<file path="config.mk">
export PLATFORM = sky130hd
export DESIGN_NAME = rcp_top
export DESIGN_NICKNAME = d
export VERILOG_FILES = /design/src/design/rcp_pkg.sv /design/src/design/rcp_top.sv /design/src/design/rcp_sync.sv /design/src/design/rcp_gen_out.sv
export SDC_FILE = /design/constraint.sdc
export NUM_CORES = 1
export LEC_CHECK = 0
export BUFFER_PORTS_ARGS = -buffer_cell sky130_fd_sc_hd__buf_2
export CORE_MARGIN = 2
export CORE_UTILIZATION = 40
export CTS_BUF_LIST = sky130_fd_sc_hd__clkbuf_4 sky130_fd_sc_hd__clkbuf_8
export DETAILED_ROUTE_END_ITERATION = 16
export SYNTH_ARGS = -nofsm -noshare
export SYNTH_HDL_FRONTEND = slang
export SYNTH_SLANG_ARGS = --single-unit
</file>
<file path="constraint.sdc">
create_clock -name CLK -period 4.6 [get_ports CLK]
set_input_delay 0.92 -clock CLK [delete_from_list [all_inputs] [get_ports CLK]]
set_output_delay 0.92 -clock CLK [all_outputs]
set_load 0.03 [all_outputs]
</file>
<file path="src/design/rcp_pkg.sv">
// Shared constants for the rail control pin logic.
package rcp_pkg;
  // ****************************************************************
  // Sizes
  // ****************************************************************
  localparam int NR    = 8;
  localparam int NG    = 4;
  localparam int VW    = 8;
  localparam int AW    = 8;
  localparam int DW    = 32;
  localparam int NIN   = 4;
  localparam int IRQ_W = 4;

  // ****************************************************************
  // Register map
  // ****************************************************************
  localparam logic [AW-1:0] A_CTRL    = 8'h00;
  localparam logic [AW-1:0] A_GRP_B   = 8'h04;
  localparam logic [AW-1:0] A_GRP_C   = 8'h08;
  localparam logic [AW-1:0] A_GRP_D   = 8'h0c;
  localparam logic [AW-1:0] A_GRP_E   = 8'h10;
  localparam logic [AW-1:0] A_SLP_GRP = 8'h14;
  localparam logic [AW-1:0] A_GO_CFG  = 8'h18;
  localparam logic [AW-1:0] A_PG_SEL  = 8'h1c;
  localparam logic [AW-1:0] A_STATUS  = 8'h2c;
  localparam logic [AW-1:0] A_IRQ_ST  = 8'h30;
  localparam logic [AW-1:0] A_IRQ_MSK = 8'h34;
  localparam logic [AW-1:0] A_VNORM   = 8'h40;
  localparam logic [AW-1:0] A_VSLP    = 8'h60;
  localparam logic [AW-1:0] A_STEP    = 8'h04;
  localparam logic [2:0]    BANK_NORM = 3'h2;
  localparam logic [2:0]    BANK_SLP  = 3'h3;

  // ****************************************************************
  // Fields
  // ****************************************************************
  localparam int CTRL_SLEEP_C = 0;
  localparam int GO_SRC_LSB   = 0;
  localparam int GO_PP_LSB    = 4;
  localparam int GO_BIT_LSB   = 8;
  localparam int ST_PROG      = 8;
  localparam int ST_IN_LSB    = 9;
  localparam int IRQ_PG_LOST  = 0;
  localparam int IRQ_PROG     = 1;
  localparam int IRQ_SLP_IN   = 2;
  localparam int IRQ_SLP_OUT  = 3;

  localparam logic [NR-1:0] RST_GRP  = 8'h00;
  localparam logic [VW-1:0] RST_VSET = 8'h00;
  localparam logic [1:0]    RESP_OK  = 2'h0;
  localparam logic [1:0]    RESP_ERR = 2'h2;

  // ****************************************************************
  // Timing
  // ****************************************************************
  localparam int CLK_MHZ        = 125;
  localparam int PROG_STABLE_NS = 10000;
  localparam int PROG_CYC = (PROG_STABLE_NS * CLK_MHZ + 999) / 1000;
  localparam int PROG_CW  = 11;

  typedef enum logic [1:0] {PS_IDLE, PS_QUAL, PS_ON} rcp_prog_t;
endpackage : rcp_pkg

</file>
<file path="src/design/rcp_top.sv">
// Rail control pin logic: enables, sleep, outputs, programming entry.
// Notes on behaviour
// - Open-drain interrupt pulls low while pending.
// - First three outputs select open-drain or push-pull.
// - Outputs follow power-good set or register bit.
// - Fourth output is always open-drain.
// - Enable inputs switch their rail group.
// - Input c low puts group asleep.
// - Sleeping rails use separate voltage settings.
// - Programming state needs stable high voltage.
//
// Local design decisions: the register offsets and the AXI4-Lite slave port.
`timescale 1ns/1ns
module rcp_top (
  input  wire logic                       CLK,
  input  wire logic                       RESETN,
  input  wire logic [rcp_pkg::AW-1:0]     S_AXI_AWADDR,
  input  wire logic                       S_AXI_AWVALID,
  output logic                            S_AXI_AWREADY,
  input  wire logic [rcp_pkg::DW-1:0]     S_AXI_WDATA,
  input  wire logic [3:0]                 S_AXI_WSTRB,
  input  wire logic                       S_AXI_WVALID,
  output logic                            S_AXI_WREADY,
  output logic [1:0]                      S_AXI_BRESP,
  output logic                            S_AXI_BVALID,
  input  wire logic                       S_AXI_BREADY,
  input  wire logic [rcp_pkg::AW-1:0]     S_AXI_ARADDR,
  input  wire logic                       S_AXI_ARVALID,
  output logic                            S_AXI_ARREADY,
  output logic [rcp_pkg::DW-1:0]          S_AXI_RDATA,
  output logic [1:0]                      S_AXI_RRESP,
  output logic                            S_AXI_RVALID,
  input  wire logic                       S_AXI_RREADY,
  input  wire logic                       RAIL_ENABLE_IN_B,
  input  wire logic                       RAIL_ENABLE_OR_SLEEP_IN_C,
  input  wire logic                       RAIL_ENABLE_OR_PROGRAM_IN_D,
  input  wire logic                       RAIL_ENABLE_IN_E,
  input  wire logic                       PROGRAM_HV_DETECT,
  input  wire logic [rcp_pkg::NR-1:0]     RAIL_POWER_GOOD,
  output logic [rcp_pkg::NR-1:0]          RAIL_ENABLE,
  output logic [rcp_pkg::NR-1:0]          RAIL_SLEEP,
  output logic [rcp_pkg::NR*rcp_pkg::VW-1:0] RAIL_VOUT_CODE,
  output logic                            PROGRAM_STATE,
  output logic                            GEN_OUT_A_O,
  output logic                            GEN_OUT_A_OE_N,
  output logic                            GEN_OUT_B_O,
  output logic                            GEN_OUT_B_OE_N,
  output logic                            GEN_OUT_C_O,
  output logic                            GEN_OUT_C_OE_N,
  output logic                            GEN_OUT_D_O,
  output logic                            GEN_OUT_D_OE_N,
  output logic                            INTERRUPT_OUT_N_O,
  output logic                            INTERRUPT_OUT_N_OE_N
);
  // ****************************************************************
  // Helpers
  // ****************************************************************
  function automatic logic [rcp_pkg::AW-1:0] reg_at(
    input logic [rcp_pkg::AW-1:0] base, input int i);
    return base + 8'(i * 4);
  endfunction : reg_at

  function automatic logic [rcp_pkg::DW-1:0] merge(
    input logic [rcp_pkg::DW-1:0] old, input logic [rcp_pkg::DW-1:0] nw,
    input logic [3:0] strb);
    logic [rcp_pkg::DW-1:0] r;
    r = old;
    for (int b = 0; b < 4; b++) begin
      if (strb[b]) begin
        r[b*8 +: 8] = nw[b*8 +: 8];
      end
    end
    return r;
  endfunction : merge

  function automatic logic known(input logic [rcp_pkg::AW-1:0] a);
    return a <= rcp_pkg::A_IRQ_MSK || a[7:5] == rcp_pkg::BANK_NORM ||
           a[7:5] == rcp_pkg::BANK_SLP;
  endfunction : known

  // ****************************************************************
  // Pin synchronisers
  // ****************************************************************
  logic [rcp_pkg::NR+rcp_pkg::NIN:0] sync_q;
  logic [rcp_pkg::NR-1:0]            pg_s;
  logic                              in_b;
  logic                              in_c;
  logic                              in_d;
  logic                              in_e;
  logic                              hv_s;

  rcp_sync #(.W(rcp_pkg::NR + rcp_pkg::NIN + 1)) u_sync (
    .clk   (CLK),
    .rst_n (RESETN),
    .d     ({RAIL_POWER_GOOD, PROGRAM_HV_DETECT, RAIL_ENABLE_IN_E,
             RAIL_ENABLE_OR_PROGRAM_IN_D, RAIL_ENABLE_OR_SLEEP_IN_C,
             RAIL_ENABLE_IN_B}),
    .q     (sync_q)
  );
  assign {pg_s, hv_s, in_e, in_d, in_c, in_b} = sync_q;

  // ****************************************************************
  // Configuration registers and bus slave
  // ****************************************************************
  logic [rcp_pkg::NR-1:0] grp_b, grp_c, grp_d, grp_e, slp_grp;
  logic [rcp_pkg::NR-1:0] pg_sel [rcp_pkg::NG];
  logic [rcp_pkg::VW-1:0] vnorm [rcp_pkg::NR];
  logic [rcp_pkg::VW-1:0] vslp [rcp_pkg::NR];
  logic [rcp_pkg::DW-1:0] ctrl, go_cfg;
  logic [rcp_pkg::IRQ_W-1:0] irq_st, irq_msk, irq_ev;
  logic [rcp_pkg::AW-1:0] wa;
  logic [rcp_pkg::DW-1:0] wd;
  logic [3:0]             ws;
  logic                   aw_got, w_got, wr_en, prog_on, slp_mode;
  logic [rcp_pkg::DW-1:0] rd;

  assign wr_en    = aw_got & w_got & !S_AXI_BVALID;
  assign slp_mode = ctrl[rcp_pkg::CTRL_SLEEP_C];

  always_ff @(posedge CLK or negedge RESETN) begin
    if (!RESETN) begin
      aw_got <= 1'b0;
      w_got  <= 1'b0;
      wa     <= '0;
      wd     <= '0;
      ws     <= 4'h0;
      S_AXI_AWREADY <= 1'b1;
      S_AXI_WREADY  <= 1'b1;
      S_AXI_BVALID  <= 1'b0;
      S_AXI_BRESP   <= rcp_pkg::RESP_OK;
    end else begin
      if (S_AXI_AWVALID && S_AXI_AWREADY) begin
        aw_got        <= 1'b1;
        wa            <= S_AXI_AWADDR;
        S_AXI_AWREADY <= 1'b0;
      end
      if (S_AXI_WVALID && S_AXI_WREADY) begin
        w_got        <= 1'b1;
        wd           <= S_AXI_WDATA;
        ws           <= S_AXI_WSTRB;
        S_AXI_WREADY <= 1'b0;
      end
      if (wr_en) begin
        aw_got       <= 1'b0;
        w_got        <= 1'b0;
        S_AXI_BVALID <= 1'b1;
        S_AXI_BRESP  <= known(wa) ? rcp_pkg::RESP_OK : rcp_pkg::RESP_ERR;
      end else if (S_AXI_BVALID && S_AXI_BREADY) begin
        S_AXI_BVALID  <= 1'b0;
        S_AXI_AWREADY <= 1'b1;
        S_AXI_WREADY  <= 1'b1;
      end
    end
  end

  always_ff @(posedge CLK or negedge RESETN) begin
    if (!RESETN) begin
      ctrl    <= '0;
      go_cfg  <= '0;
      grp_b   <= rcp_pkg::RST_GRP;
      grp_c   <= rcp_pkg::RST_GRP;
      grp_d   <= rcp_pkg::RST_GRP;
      grp_e   <= rcp_pkg::RST_GRP;
      slp_grp <= rcp_pkg::RST_GRP;
      irq_msk <= '0;
      for (int i = 0; i < rcp_pkg::NG; i++) pg_sel[i] <= rcp_pkg::RST_GRP;
      for (int i = 0; i < rcp_pkg::NR; i++) begin
        vnorm[i] <= rcp_pkg::RST_VSET;
        vslp[i]  <= rcp_pkg::RST_VSET;
      end
    end else if (wr_en) begin
      unique case (wa)
        rcp_pkg::A_CTRL:    ctrl    <= merge(ctrl, wd, ws);
        rcp_pkg::A_GO_CFG:  go_cfg  <= merge(go_cfg, wd, ws);
        rcp_pkg::A_GRP_B:   grp_b   <= ws[0] ? wd[rcp_pkg::NR-1:0] : grp_b;
        rcp_pkg::A_GRP_C:   grp_c   <= ws[0] ? wd[rcp_pkg::NR-1:0] : grp_c;
        rcp_pkg::A_GRP_D:   grp_d   <= ws[0] ? wd[rcp_pkg::NR-1:0] : grp_d;
        rcp_pkg::A_GRP_E:   grp_e   <= ws[0] ? wd[rcp_pkg::NR-1:0] : grp_e;
        rcp_pkg::A_SLP_GRP: slp_grp <= ws[0] ? wd[rcp_pkg::NR-1:0] : slp_grp;
        rcp_pkg::A_IRQ_MSK: irq_msk <= ws[0] ? wd[rcp_pkg::IRQ_W-1:0]
                                             : irq_msk;
        default: begin
          for (int i = 0; i < rcp_pkg::NG; i++) begin
            if (wa == reg_at(rcp_pkg::A_PG_SEL, i) && ws[0]) begin
              pg_sel[i] <= wd[rcp_pkg::NR-1:0];
            end
          end
          for (int i = 0; i < rcp_pkg::NR; i++) begin
            if (wa == reg_at(rcp_pkg::A_VNORM, i) && ws[0]) begin
              vnorm[i] <= wd[rcp_pkg::VW-1:0];
            end
            if (wa == reg_at(rcp_pkg::A_VSLP, i) && ws[0]) begin
              vslp[i] <= wd[rcp_pkg::VW-1:0];
            end
          end
        end
      endcase
    end
  end

  always_comb begin
    rd = '0;
    unique case (S_AXI_ARADDR)
      rcp_pkg::A_CTRL:    rd = ctrl;
      rcp_pkg::A_GO_CFG:  rd = go_cfg;
      rcp_pkg::A_GRP_B:   rd[rcp_pkg::NR-1:0] = grp_b;
      rcp_pkg::A_GRP_C:   rd[rcp_pkg::NR-1:0] = grp_c;
      rcp_pkg::A_GRP_D:   rd[rcp_pkg::NR-1:0] = grp_d;
      rcp_pkg::A_GRP_E:   rd[rcp_pkg::NR-1:0] = grp_e;
      rcp_pkg::A_SLP_GRP: rd[rcp_pkg::NR-1:0] = slp_grp;
      rcp_pkg::A_IRQ_ST:  rd[rcp_pkg::IRQ_W-1:0] = irq_st;
      rcp_pkg::A_IRQ_MSK: rd[rcp_pkg::IRQ_W-1:0] = irq_msk;
      rcp_pkg::A_STATUS: begin
        rd[rcp_pkg::NR-1:0] = pg_s;
        rd[rcp_pkg::ST_PROG] = prog_on;
        rd[rcp_pkg::ST_IN_LSB +: rcp_pkg::NIN] = {in_e, in_d, in_c, in_b};
      end
      default: begin
        for (int i = 0; i < rcp_pkg::NG; i++) begin
          if (S_AXI_ARADDR == reg_at(rcp_pkg::A_PG_SEL, i)) begin
            rd[rcp_pkg::NR-1:0] = pg_sel[i];
          end
        end
        for (int i = 0; i < rcp_pkg::NR; i++) begin
          if (S_AXI_ARADDR == reg_at(rcp_pkg::A_VNORM, i)) begin
            rd[rcp_pkg::VW-1:0] = vnorm[i];
          end
          if (S_AXI_ARADDR == reg_at(rcp_pkg::A_VSLP, i)) begin
            rd[rcp_pkg::VW-1:0] = vslp[i];
          end
        end
      end
    endcase
  end

  always_ff @(posedge CLK or negedge RESETN) begin
    if (!RESETN) begin
      S_AXI_ARREADY <= 1'b1;
      S_AXI_RVALID  <= 1'b0;
      S_AXI_RDATA   <= '0;
      S_AXI_RRESP   <= rcp_pkg::RESP_OK;
    end else if (S_AXI_ARVALID && S_AXI_ARREADY) begin
      S_AXI_ARREADY <= 1'b0;
      S_AXI_RVALID  <= 1'b1;
      S_AXI_RDATA   <= rd;
      S_AXI_RRESP   <= known(S_AXI_ARADDR) ? rcp_pkg::RESP_OK
                                           : rcp_pkg::RESP_ERR;
    end else if (S_AXI_RVALID && S_AXI_RREADY) begin
      S_AXI_RVALID  <= 1'b0;
      S_AXI_ARREADY <= 1'b1;
    end
  end

  // ****************************************************************
  // Programming entry
  // ****************************************************************
  rcp_pkg::rcp_prog_t      prog_st;
  logic [rcp_pkg::PROG_CW-1:0] prog_cnt;

  // A glitch on the detector restarts qualification from zero.
  always_ff @(posedge CLK or negedge RESETN) begin
    if (!RESETN) begin
      prog_st  <= rcp_pkg::PS_IDLE;
      prog_cnt <= '0;
      prog_on  <= 1'b0;
    end else if (!hv_s) begin
      prog_st  <= rcp_pkg::PS_IDLE;
      prog_cnt <= '0;
      prog_on  <= 1'b0;
    end else begin
      unique case (prog_st)
        rcp_pkg::PS_IDLE: prog_st <= rcp_pkg::PS_QUAL;
        rcp_pkg::PS_QUAL: begin
          prog_cnt <= prog_cnt + 11'h001;
          if (prog_cnt == 11'(rcp_pkg::PROG_CYC - 1)) begin
            prog_st <= rcp_pkg::PS_ON;
            prog_on <= 1'b1;
          end
        end
        rcp_pkg::PS_ON: prog_on <= 1'b1;
      endcase
    end
  end
  assign PROGRAM_STATE = prog_on;

  // ****************************************************************
  // Rail enables, sleep and voltage codes
  // ****************************************************************
  logic [rcp_pkg::NR-1:0] slp_now;
  logic                   d_ok;

  // Input d is ignored while high voltage is seen so rails stay off.
  assign d_ok    = in_d & !hv_s;
  assign slp_now = {rcp_pkg::NR{slp_mode & !in_c}} & slp_grp;

  always_ff @(posedge CLK or negedge RESETN) begin
    if (!RESETN) begin
      RAIL_ENABLE <= '0;
      RAIL_SLEEP  <= '0;
    end else begin
      RAIL_ENABLE <= (grp_b & {rcp_pkg::NR{in_b}}) |
                     (grp_c & {rcp_pkg::NR{in_c & !slp_mode}}) |
                     (grp_d & {rcp_pkg::NR{d_ok}}) |
                     (grp_e & {rcp_pkg::NR{in_e}});
      RAIL_SLEEP  <= slp_now;
    end
  end

  always_ff @(posedge CLK or negedge RESETN) begin
    if (!RESETN) begin
      RAIL_VOUT_CODE <= '0;
    end else begin
      for (int i = 0; i < rcp_pkg::NR; i++) begin
        RAIL_VOUT_CODE[i*rcp_pkg::VW +: rcp_pkg::VW] <=
          slp_now[i] ? vslp[i] : vnorm[i];
      end
    end
  end

  // ****************************************************************
  // General-purpose outputs
  // ****************************************************************
  logic [rcp_pkg::NG-1:0] go_o, go_oe_n;

  for (genvar g = 0; g < rcp_pkg::NG; g++) begin : g_go
    rcp_gen_out #(.OD_ONLY(g == rcp_pkg::NG - 1)) u_go (
      .clk       (CLK),
      .rst_n     (RESETN),
      .pg        (pg_s),
      .pg_sel    (pg_sel[g]),
      .use_bit   (go_cfg[rcp_pkg::GO_SRC_LSB + g]),
      .bit_val   (go_cfg[rcp_pkg::GO_BIT_LSB + g]),
      .push_pull (go_cfg[rcp_pkg::GO_PP_LSB + g]),
      .out_o     (go_o[g]),
      .out_oe_n  (go_oe_n[g])
    );
  end
  assign {GEN_OUT_D_O, GEN_OUT_C_O, GEN_OUT_B_O, GEN_OUT_A_O} = go_o;
  assign {GEN_OUT_D_OE_N, GEN_OUT_C_OE_N, GEN_OUT_B_OE_N,
          GEN_OUT_A_OE_N} = go_oe_n;

  // ****************************************************************
  // Interrupts
  // ****************************************************************
  logic [rcp_pkg::NR-1:0] pg_q;
  logic                   slp_q, prog_q;

  always_ff @(posedge CLK or negedge RESETN) begin
    if (!RESETN) begin
      pg_q   <= '0;
      slp_q  <= 1'b0;
      prog_q <= 1'b0;
    end else begin
      pg_q   <= pg_s;
      slp_q  <= slp_mode & !in_c;
      prog_q <= prog_on;
    end
  end

  always_comb begin
    irq_ev = '0;
    irq_ev[rcp_pkg::IRQ_PG_LOST] = |(pg_q & ~pg_s & RAIL_ENABLE);
    irq_ev[rcp_pkg::IRQ_PROG]    = prog_on & !prog_q;
    irq_ev[rcp_pkg::IRQ_SLP_IN]  = slp_mode & !in_c & !slp_q;
    irq_ev[rcp_pkg::IRQ_SLP_OUT] = slp_q & !(slp_mode & !in_c);
  end

  // A new event in the clearing cycle keeps its bit set.
  always_ff @(posedge CLK or negedge RESETN) begin
    if (!RESETN) begin
      irq_st <= '0;
    end else if (wr_en && wa == rcp_pkg::A_IRQ_ST && ws[0]) begin
      irq_st <= (irq_st & ~wd[rcp_pkg::IRQ_W-1:0]) | irq_ev;
    end else begin
      irq_st <= irq_st | irq_ev;
    end
  end

  always_ff @(posedge CLK or negedge RESETN) begin
    if (!RESETN) begin
      INTERRUPT_OUT_N_O    <= 1'b0;
      INTERRUPT_OUT_N_OE_N <= 1'b1;
    end else begin
      INTERRUPT_OUT_N_O    <= 1'b0;
      INTERRUPT_OUT_N_OE_N <= !(|(irq_st & irq_msk));
    end
  end
endmodule : rcp_top

</file>
<file path="src/design/rcp_sync.sv">
// Two flip-flop synchroniser for pin levels.
`timescale 1ns/1ns
module rcp_sync #(
  parameter int W = 1
) (
  input  wire logic         clk,
  input  wire logic         rst_n,
  input  wire logic [W-1:0] d,
  output logic      [W-1:0] q
);
  logic [W-1:0] meta;

  always_ff @(posedge clk or negedge rst_n) begin
    if (!rst_n) begin
      meta <= '0;
      q    <= '0;
    end else begin
      meta <= d;
      q    <= meta;
    end
  end
endmodule : rcp_sync

</file>
<file path="src/design/rcp_gen_out.sv">
// One general-purpose output with source select and output stage.
`timescale 1ns/1ns
module rcp_gen_out #(
  parameter bit OD_ONLY = 1'b0
) (
  input  wire logic                 clk,
  input  wire logic                 rst_n,
  input  wire logic [rcp_pkg::NR-1:0] pg,
  input  wire logic [rcp_pkg::NR-1:0] pg_sel,
  input  wire logic                 use_bit,
  input  wire logic                 bit_val,
  input  wire logic                 push_pull,
  output logic                      out_o,
  output logic                      out_oe_n
);
  logic level;
  logic pp;

  // Empty selection reads as good, so an unused output idles high.
  assign level = use_bit ? bit_val : &(pg | ~pg_sel);
  assign pp    = push_pull & !OD_ONLY;

  always_ff @(posedge clk or negedge rst_n) begin
    if (!rst_n) begin
      out_o    <= 1'b0;
      out_oe_n <= 1'b1;
    end else if (pp) begin
      out_o    <= level;
      out_oe_n <= 1'b0;
    end else begin
      out_o    <= 1'b0;
      out_oe_n <= level;
    end
  end
endmodule : rcp_gen_out

</file>
# Word-level counts from Yosys, hierarchy flattened
# Cells that the tools add are included.
[totals]
in_bits = 72
output_inout_bits = 132
ff_bits = 497
wordCells = 330
[op_classes]
n_addsub = 1
order_cmp = 2
bitwise = 33
reduce_logical = 90
eq_ne = 68
muxes = 69
[ops]
columns = ["operator", "n"]
rows = [
  ["8-bit by 7-bit equality test with 1-bit output, second input constant", 32],
  ["8-bit two-way mux", 28],
  ["3-bit AND reduction", 34],
  ["8-bit by 6-bit equality test with 1-bit output, second input constant", 11],
  ["8-bit by 5-bit equality test with 1-bit output, second input constant", 8],
  ["8-bit AND", 7],
  ["8-bit OR", 7],
  ["8-bit inverter", 5],
  ["4-bit case mux with 10 select lines", 1],
  ["19-bit case mux with 2 select lines", 1],
  ["4-bit case mux with 9 select lines", 1],
  ["8-bit by 4-bit equality test with 1-bit output, second input constant", 4],
  ["8-bit AND reduction", 4],
  ["1-bit two-way mux", 28],
  ["1-bit logical AND", 27],
  ["11-bit two-way mux", 2],
  ["8-bit by 3-bit equality test with 1-bit output, second input constant", 2],
  ["8-bit by 6-bit less-or-equal comparator with 1-bit output, second input constant", 2],
  ["8-bit zero test", 2],
  ["8-bit OR reduction", 2],
  ["5-bit case mux with 3 select lines", 1],
  ["3-bit by 2-bit equality test with 1-bit output, second input constant", 4],
  ["11-bit by 1-bit adder with 11-bit output, second input constant", 1],
  ["11-bit equality test, second input constant", 1],
  ["other kinds (20)", 48],
]

# Longest topological paths before layout
[logic_depth]
word_depth = 22
ltp_mapped = 10
ltp_nobuf = 7

# Hierarchy
# Synthesis repeated with hierarchy kept, for this count alone.
[hier_totals]
cells_unflattened = 1660
hier_area_um2 = 21393.0
[modules_own_cells]
columns = ["module", "seq_area_each_um2", "cells_per_inst", "area_per_inst_um2", "n_inst"]
rows = [
  ["rcp_top", 11566.1, 1564, 20108.0, 1],
  ["rcp_sync", 650.6, 26, 650.6, 1],
  ["rcp_gen_out at g_go[0].u_go ...", 51.3, 18, 172.7, 3],
  ["rcp_gen_out at g_go[3].u_go", 26.3, 16, 116.4, 1],
]

# Least setup slack after synthesis
# OpenSTA, ideal clock, no wires.
[synth_timing]
path_kind = "input port to flip-flop"
from = "in S_AXI_ARADDR[5] (netlist bit)"
to = "reg S_AXI_RDATA[2] (netlist bit)"
t_required_ns = 4.471
setup_ns = 0.129
cell_stages = 9
slack_ns = 1.978
path_buffers = 4
t_arrival_ns = 2.493
path_cell_list = "buf_2 > buf_2 > buf_2 > buf_2 > mux2_2 > a41oi_1 > nand4_1 > o22ai_1 > o41ai_1"
[synth_via]
elab_chain_cells = 22
elab_cells_between_ends = 51
cone_classes = "eq/ne: 29; mux: 21; reduce/logical: 1"
[synth_rtl]
columns = ["element", "line", "rtl"]
rows = [
  ["from (decl)", "rcp_top.sv:27", "input wire logic [rcp_pkg::AW-1:0] S_AXI_ARADDR,"],
  ["8-bit by 5-bit equality test with 1-bit output", "rcp_top.sv:220", "if (S_AXI_ARADDR == reg_at(rcp_pkg::A_PG_SEL, i)) begin"],
  ["8-bit two-way mux (4 in a row)", "rcp_top.sv:220", ""],
  ["8-bit two-way mux", "rcp_top.sv:225", "if (S_AXI_ARADDR == reg_at(rcp_pkg::A_VNORM, i)) begin"],
  ["8-bit two-way mux", "rcp_top.sv:228", "if (S_AXI_ARADDR == reg_at(rcp_pkg::A_VSLP, i)) begin"],
  ["8-bit two-way mux", "rcp_top.sv:225", ""],
  ["8-bit two-way mux", "rcp_top.sv:228", ""],
  ["8-bit two-way mux", "rcp_top.sv:225", ""],
  ["8-bit two-way mux", "rcp_top.sv:228", ""],
  ["(+3 left out)", "n/a", ""],
  ["8-bit two-way mux", "rcp_top.sv:228", ""],
  ["8-bit two-way mux", "rcp_top.sv:225", ""],
  ["8-bit two-way mux", "rcp_top.sv:228", ""],
  ["8-bit two-way mux", "rcp_top.sv:225", ""],
  ["8-bit two-way mux", "rcp_top.sv:228", ""],
  ["8-bit two-way mux", "rcp_top.sv:225", ""],
  ["8-bit two-way mux", "rcp_top.sv:228", ""],
  ["4-bit case mux with 10 select lines *", "rcp_top.sv:203", "unique case (S_AXI_ARADDR)"],
  ["to (signal assigned)", "rcp_top.sv:245", "S_AXI_RDATA <= rd;"],
  ["to (decl)", "rcp_top.sv:30", "output logic [rcp_pkg::DW-1:0] S_AXI_RDATA,"],
]
# Mark *: on every way between the ends. The rest lies on a longest branch, timed or not.
# A chain may end at the register's enable or synchronous reset.

# Final worst setup path
[layout_timing]
from = "reg wa[1] (netlist bit)"
to = "reg vslp[36] (netlist bit)"
[layout_via]
elab_chain_cells = 4
elab_cells_between_ends = 13
cone_classes = "eq/ne: 8; bitwise: 1; reduce/logical: 4"
[layout_rtl]
columns = ["element", "line", "rtl"]
rows = [
  ["from (decl)", "rcp_top.sv:111", "logic [rcp_pkg::AW-1:0] wa;"],
  ["from (signal assigned)", "rcp_top.sv:124", "wa <= '0;"],
  ["from (signal assigned)", "rcp_top.sv:134", "wa <= S_AXI_AWADDR;"],
  ["8-bit by 6-bit equality test with 1-bit output (tied with other cells)", "rcp_top.sv:172", "unique case (wa)"],
  ["8-bit OR reduction (no line)", "n/a", ""],
  ["1-bit inverter (no line)", "n/a", ""],
  ["3-bit AND reduction (no line) *", "n/a", ""],
  ["to (signal, indexed assignment)", "rcp_top.sv:169", "vslp[i] <= rcp_pkg::RST_VSET;"],
  ["to (signal, indexed assignment)", "rcp_top.sv:193", "vslp[i] <= wd[rcp_pkg::VW-1:0];"],
  ["to (decl)", "rcp_top.sv:108", "logic [rcp_pkg::VW-1:0] vslp [rcp_pkg::NR];"],
]
# Marked as above.

==> run_results.csv <==
group,metric,value,unit
status,outcome,"completed",
synth,synth-seq-area-share,57.0,%
synth,syn_inst,1684,
sta,setup-tns-final,0,ns
synth,synth_top_area_share,56.1,%
synth,synth_cell_type_count,93,
floorplanning,io_pins,204,
placed_design,portBuffers,199,
sta,worst_pin_slew,1.05,ns
critical_path,slowest_stage,"a311oi_2",
synth,yosysMostFrequentCell,"dfrtp_1",
clock_network,cts-root-buf,"clkbuf_8",
routing,drt-total-wl,68800,um
cells_and_area,stdcell_count,2669,
synth,synthMuxAreaShare,21.3,%
synth,synth_fa_ha_area_share,0.230,%
critical_path,critical_path_buf_inv_count,0,
global_routing,grt_max_degree,114,
synth,synth_commonest_cells,"dfrtp_1, mux2_2, nand2_1, nor2_1, clkbuf_1",
critical_path,path_cells,"nor2_1, nand3_1, a311oi_2, nand3_2, mux2_2",
sta,finalHoldViolCount,0,
clock_network,clk_pin_slew_worst_paths,0.06,ns
critical_path,startpoint_type,"flip-flop",
synth,synth_flop_cell,"dfrtp_1",
critical_path,cp.depth,5,
sta,final.min_clock_period,2.94,ns
synth,async_flop_share,100,%
synth,synth_top_family_by_area,"multiplexers",
sta,layout_setup_ws,1.66,ns
synth,synth.ff_latch_count,495,
global_routing,antenna_found_initial,2,
synth,synthSimpleGateAreaFrac,9.21,%
cells_and_area,syn2layout_area_growth,17.2,%
global_routing,grt_pass1_vias,15700,
critical_path,cp_max_fo,8,
synth,netlist_area,0.0217,mm2
placed_design,dp_hpwl,48300,um
global_routing,grt_first_pass_wirelength,103000,um
synth,yosysWarnings,0,
sta,setup_viol,0,
critical_path,crit_path_max_incr_delay,0.79,ns
cells_and_area,fillCellCount,4928,
clock_network,cts_tree,"built",
floorplanning,die_h,237,um
clock_network,cts_resized,0,
critical_path,worstPathRequired,5.15,ns
synth,synth.avg_cell_area,12.9,um2
critical_path,crit_family,"simple AND/OR/NAND/NOR gates",
clock_network,cts_setup_buffers,0,
floorplanning,die_x,237,um
pwr,p_per_area,476,mW/mm2
pwr,leakage,12.4,nW
sta,post-route-period-util,64.0,%
hold_path,min_path_type,"primary input to flip-flop",
sta,fin_hold_ws,0.311,ns
floorplanning,row_count,85,
floorplanning,coreArea,0.0538,mm2
clock_network,cts_sinks,495,
hold_path,holdPathStages,1,
routing,firstDrtPassIters,9,
clock_network,clk_path_buf_depth,3,
placed_design,place_congestion,0.973,
cells_and_area,layout.nets,1982,
cells_and_area,post-route-util,47.3,%
placed_design,place_ws,1.13,ns
clock_network,cts_made_buffers,82,
routing,drt-initial-drc-count,1322,
cells_and_area,ff_latch_area,0.0124,mm2
sta,slew-limit-headroom,29.9,%
routing,routed_via_density,5.76,
synth,synth_compound_area_share,9.18,%
clock_network,ctsHoldBuffers,0,
critical_path,r2r_cells,5,
routing,remaining_drc_errors,0,
routing,antenna_left,0,
global_routing,track_usage,24.5,%
routing,vias,15400,
synth,synthXorXnorAreaFrac,0.403,%
synth,synth_area_leader_cell,"dfrtp_1",
sta,fmax,340,MHz
critical_path,critPathKind,"flip-flop to flip-flop",
cells_and_area,multi_input_area,0.00881,mm2
synth,synth-edff-count,0,
sta,slew_viol_final,0,
pwr,vdd_drop_max,0.000318,V
synth,synth_top_cells_by_area,"dfrtp_1, mux2_2, nand2_1, nor2_1, a22oi_1",
clock_network,h-tree-depth,3,
placed_design,place_area,0.0235,mm2
sta,rsz0062_at_grt,"false",
placed_design,dp.cells,2518,
job,maxCapViolations,0,
critical_path,cp-end-kind,"flip-flop",
sta,fin_skew,0.0528,ns
cells_and_area,finalInstanceArea,0.0255,mm2
routing,wire_per_inst,25.8,um
floorplanning,die_area,0.0562,mm2
cells_and_area,drive_gt1_share,42.0,%
floorplanning,initial_core_util,40.4,%
pwr,fin_total_pwr,12.1,mW
global_routing,grt_overflow,0,
clock_network,clock_latency,0.71,ns
critical_path,arrival,3.50,ns
logic make-up after synthesis:
family	after synthesis
AOI/OAI and AO/OA	269
other	1
DFF	495
buffers and inverters	133
and+or+nand+nor	364
adders and majority gates	4
xor gates and xnor gates	10
muxes	408
layout by cell type (no fill, tap or decap), types with 6 or more instances in the layout:
cell type,count
a211oi_1,13
a21oi_1,39
a221oi_1,25
a222oi_1,14
a22oi_1,34
a31oi_1,7
a32oi_1,7
and2_1,11
and3_1,6
buf_2,198
buf_4,31
clkbuf_4,20
clkbuf_8,110
clkinv_2,9
dfrtp_1,487
dfstp_2,8
inv_1,33
mux2_2,368
mux2_4,16
mux2i_1,23
nand2_1,104
nand2b_1,6
nand3_1,29
nand4_1,9
nor2_1,87
nor2_4,15
nor2b_1,18
nor3_1,22
o2111ai_1,6
o211ai_1,7
o21ai_0,36
o22ai_1,25
o2bb2ai_1,6
xnor2_1,8
layout make-up:
class | count | share of cell area [%]
clock inverter | 20 | 1.10
inverter | 34 | 0.501
tap | 696 | 3.42
antenna | 1 | 0.00983
sequential | 495 | 48.7
clock buffer | 130 | 6.53
multi-input combinational | 1059 | 34.6
timing repair buffer | 234 | 5.18
path summary, 6_finish.rpt:
| check | from | to | slack [ns] |
|---|---|---|---|
| min in group asynchronous | RESETN | vslp[52] | 0.35 |
| max reg2reg | wa[1] | vslp[36] | 1.66 |
| max | wa[1] | vslp[36] | 1.66 |
| min reg2reg | u_sync.meta[10] | u_sync.q[10] | 0.34 |
| min | PROGRAM_HV_DETECT | u_sync.meta[4] | 0.31 |
| max in group asynchronous | RESETN | RAIL_VOUT_CODE[32] | 3.22 |
registers in the layout, summed over array words and instances (netlist names), 11 cells and up:
name,count
u_sync.q,13
go_cfg,32
wd,32
S_AXI_RDATA,32
ctrl,32
vnorm,64
prog_cnt,11
u_sync.meta,13
vslp,64
RAIL_VOUT_CODE,64
pg_sel,32
per-layer routing:
| layer | vias to the layer above | track usage, % | part of all wire, % |
|---|---|---|---|
| met5 | - | 0 | 0 |
| met4 | 0 | 8.77 | 3.1 |
| met3 | 119 | 5.12 | 6.5 |
| met1 | 8010 | 33.0 | 43 |
| met2 | 614 | 39.2 | 47 |
| li1 | 6637 | - | - |
where the power goes:
group / switching (mW) / total [mW] / leakage [nW] / internal [mW]
registers: 0.532 / 5.41 / 6.63 / 4.87
logic: 1.54 / 2.25 / 4.72 / 0.710
clock network: 1.87 / 4.48 / 1.03 / 2.61
total: 3.94 / 12.1 / 12.4 / 8.19
Power figures use the tool's default switching activity.
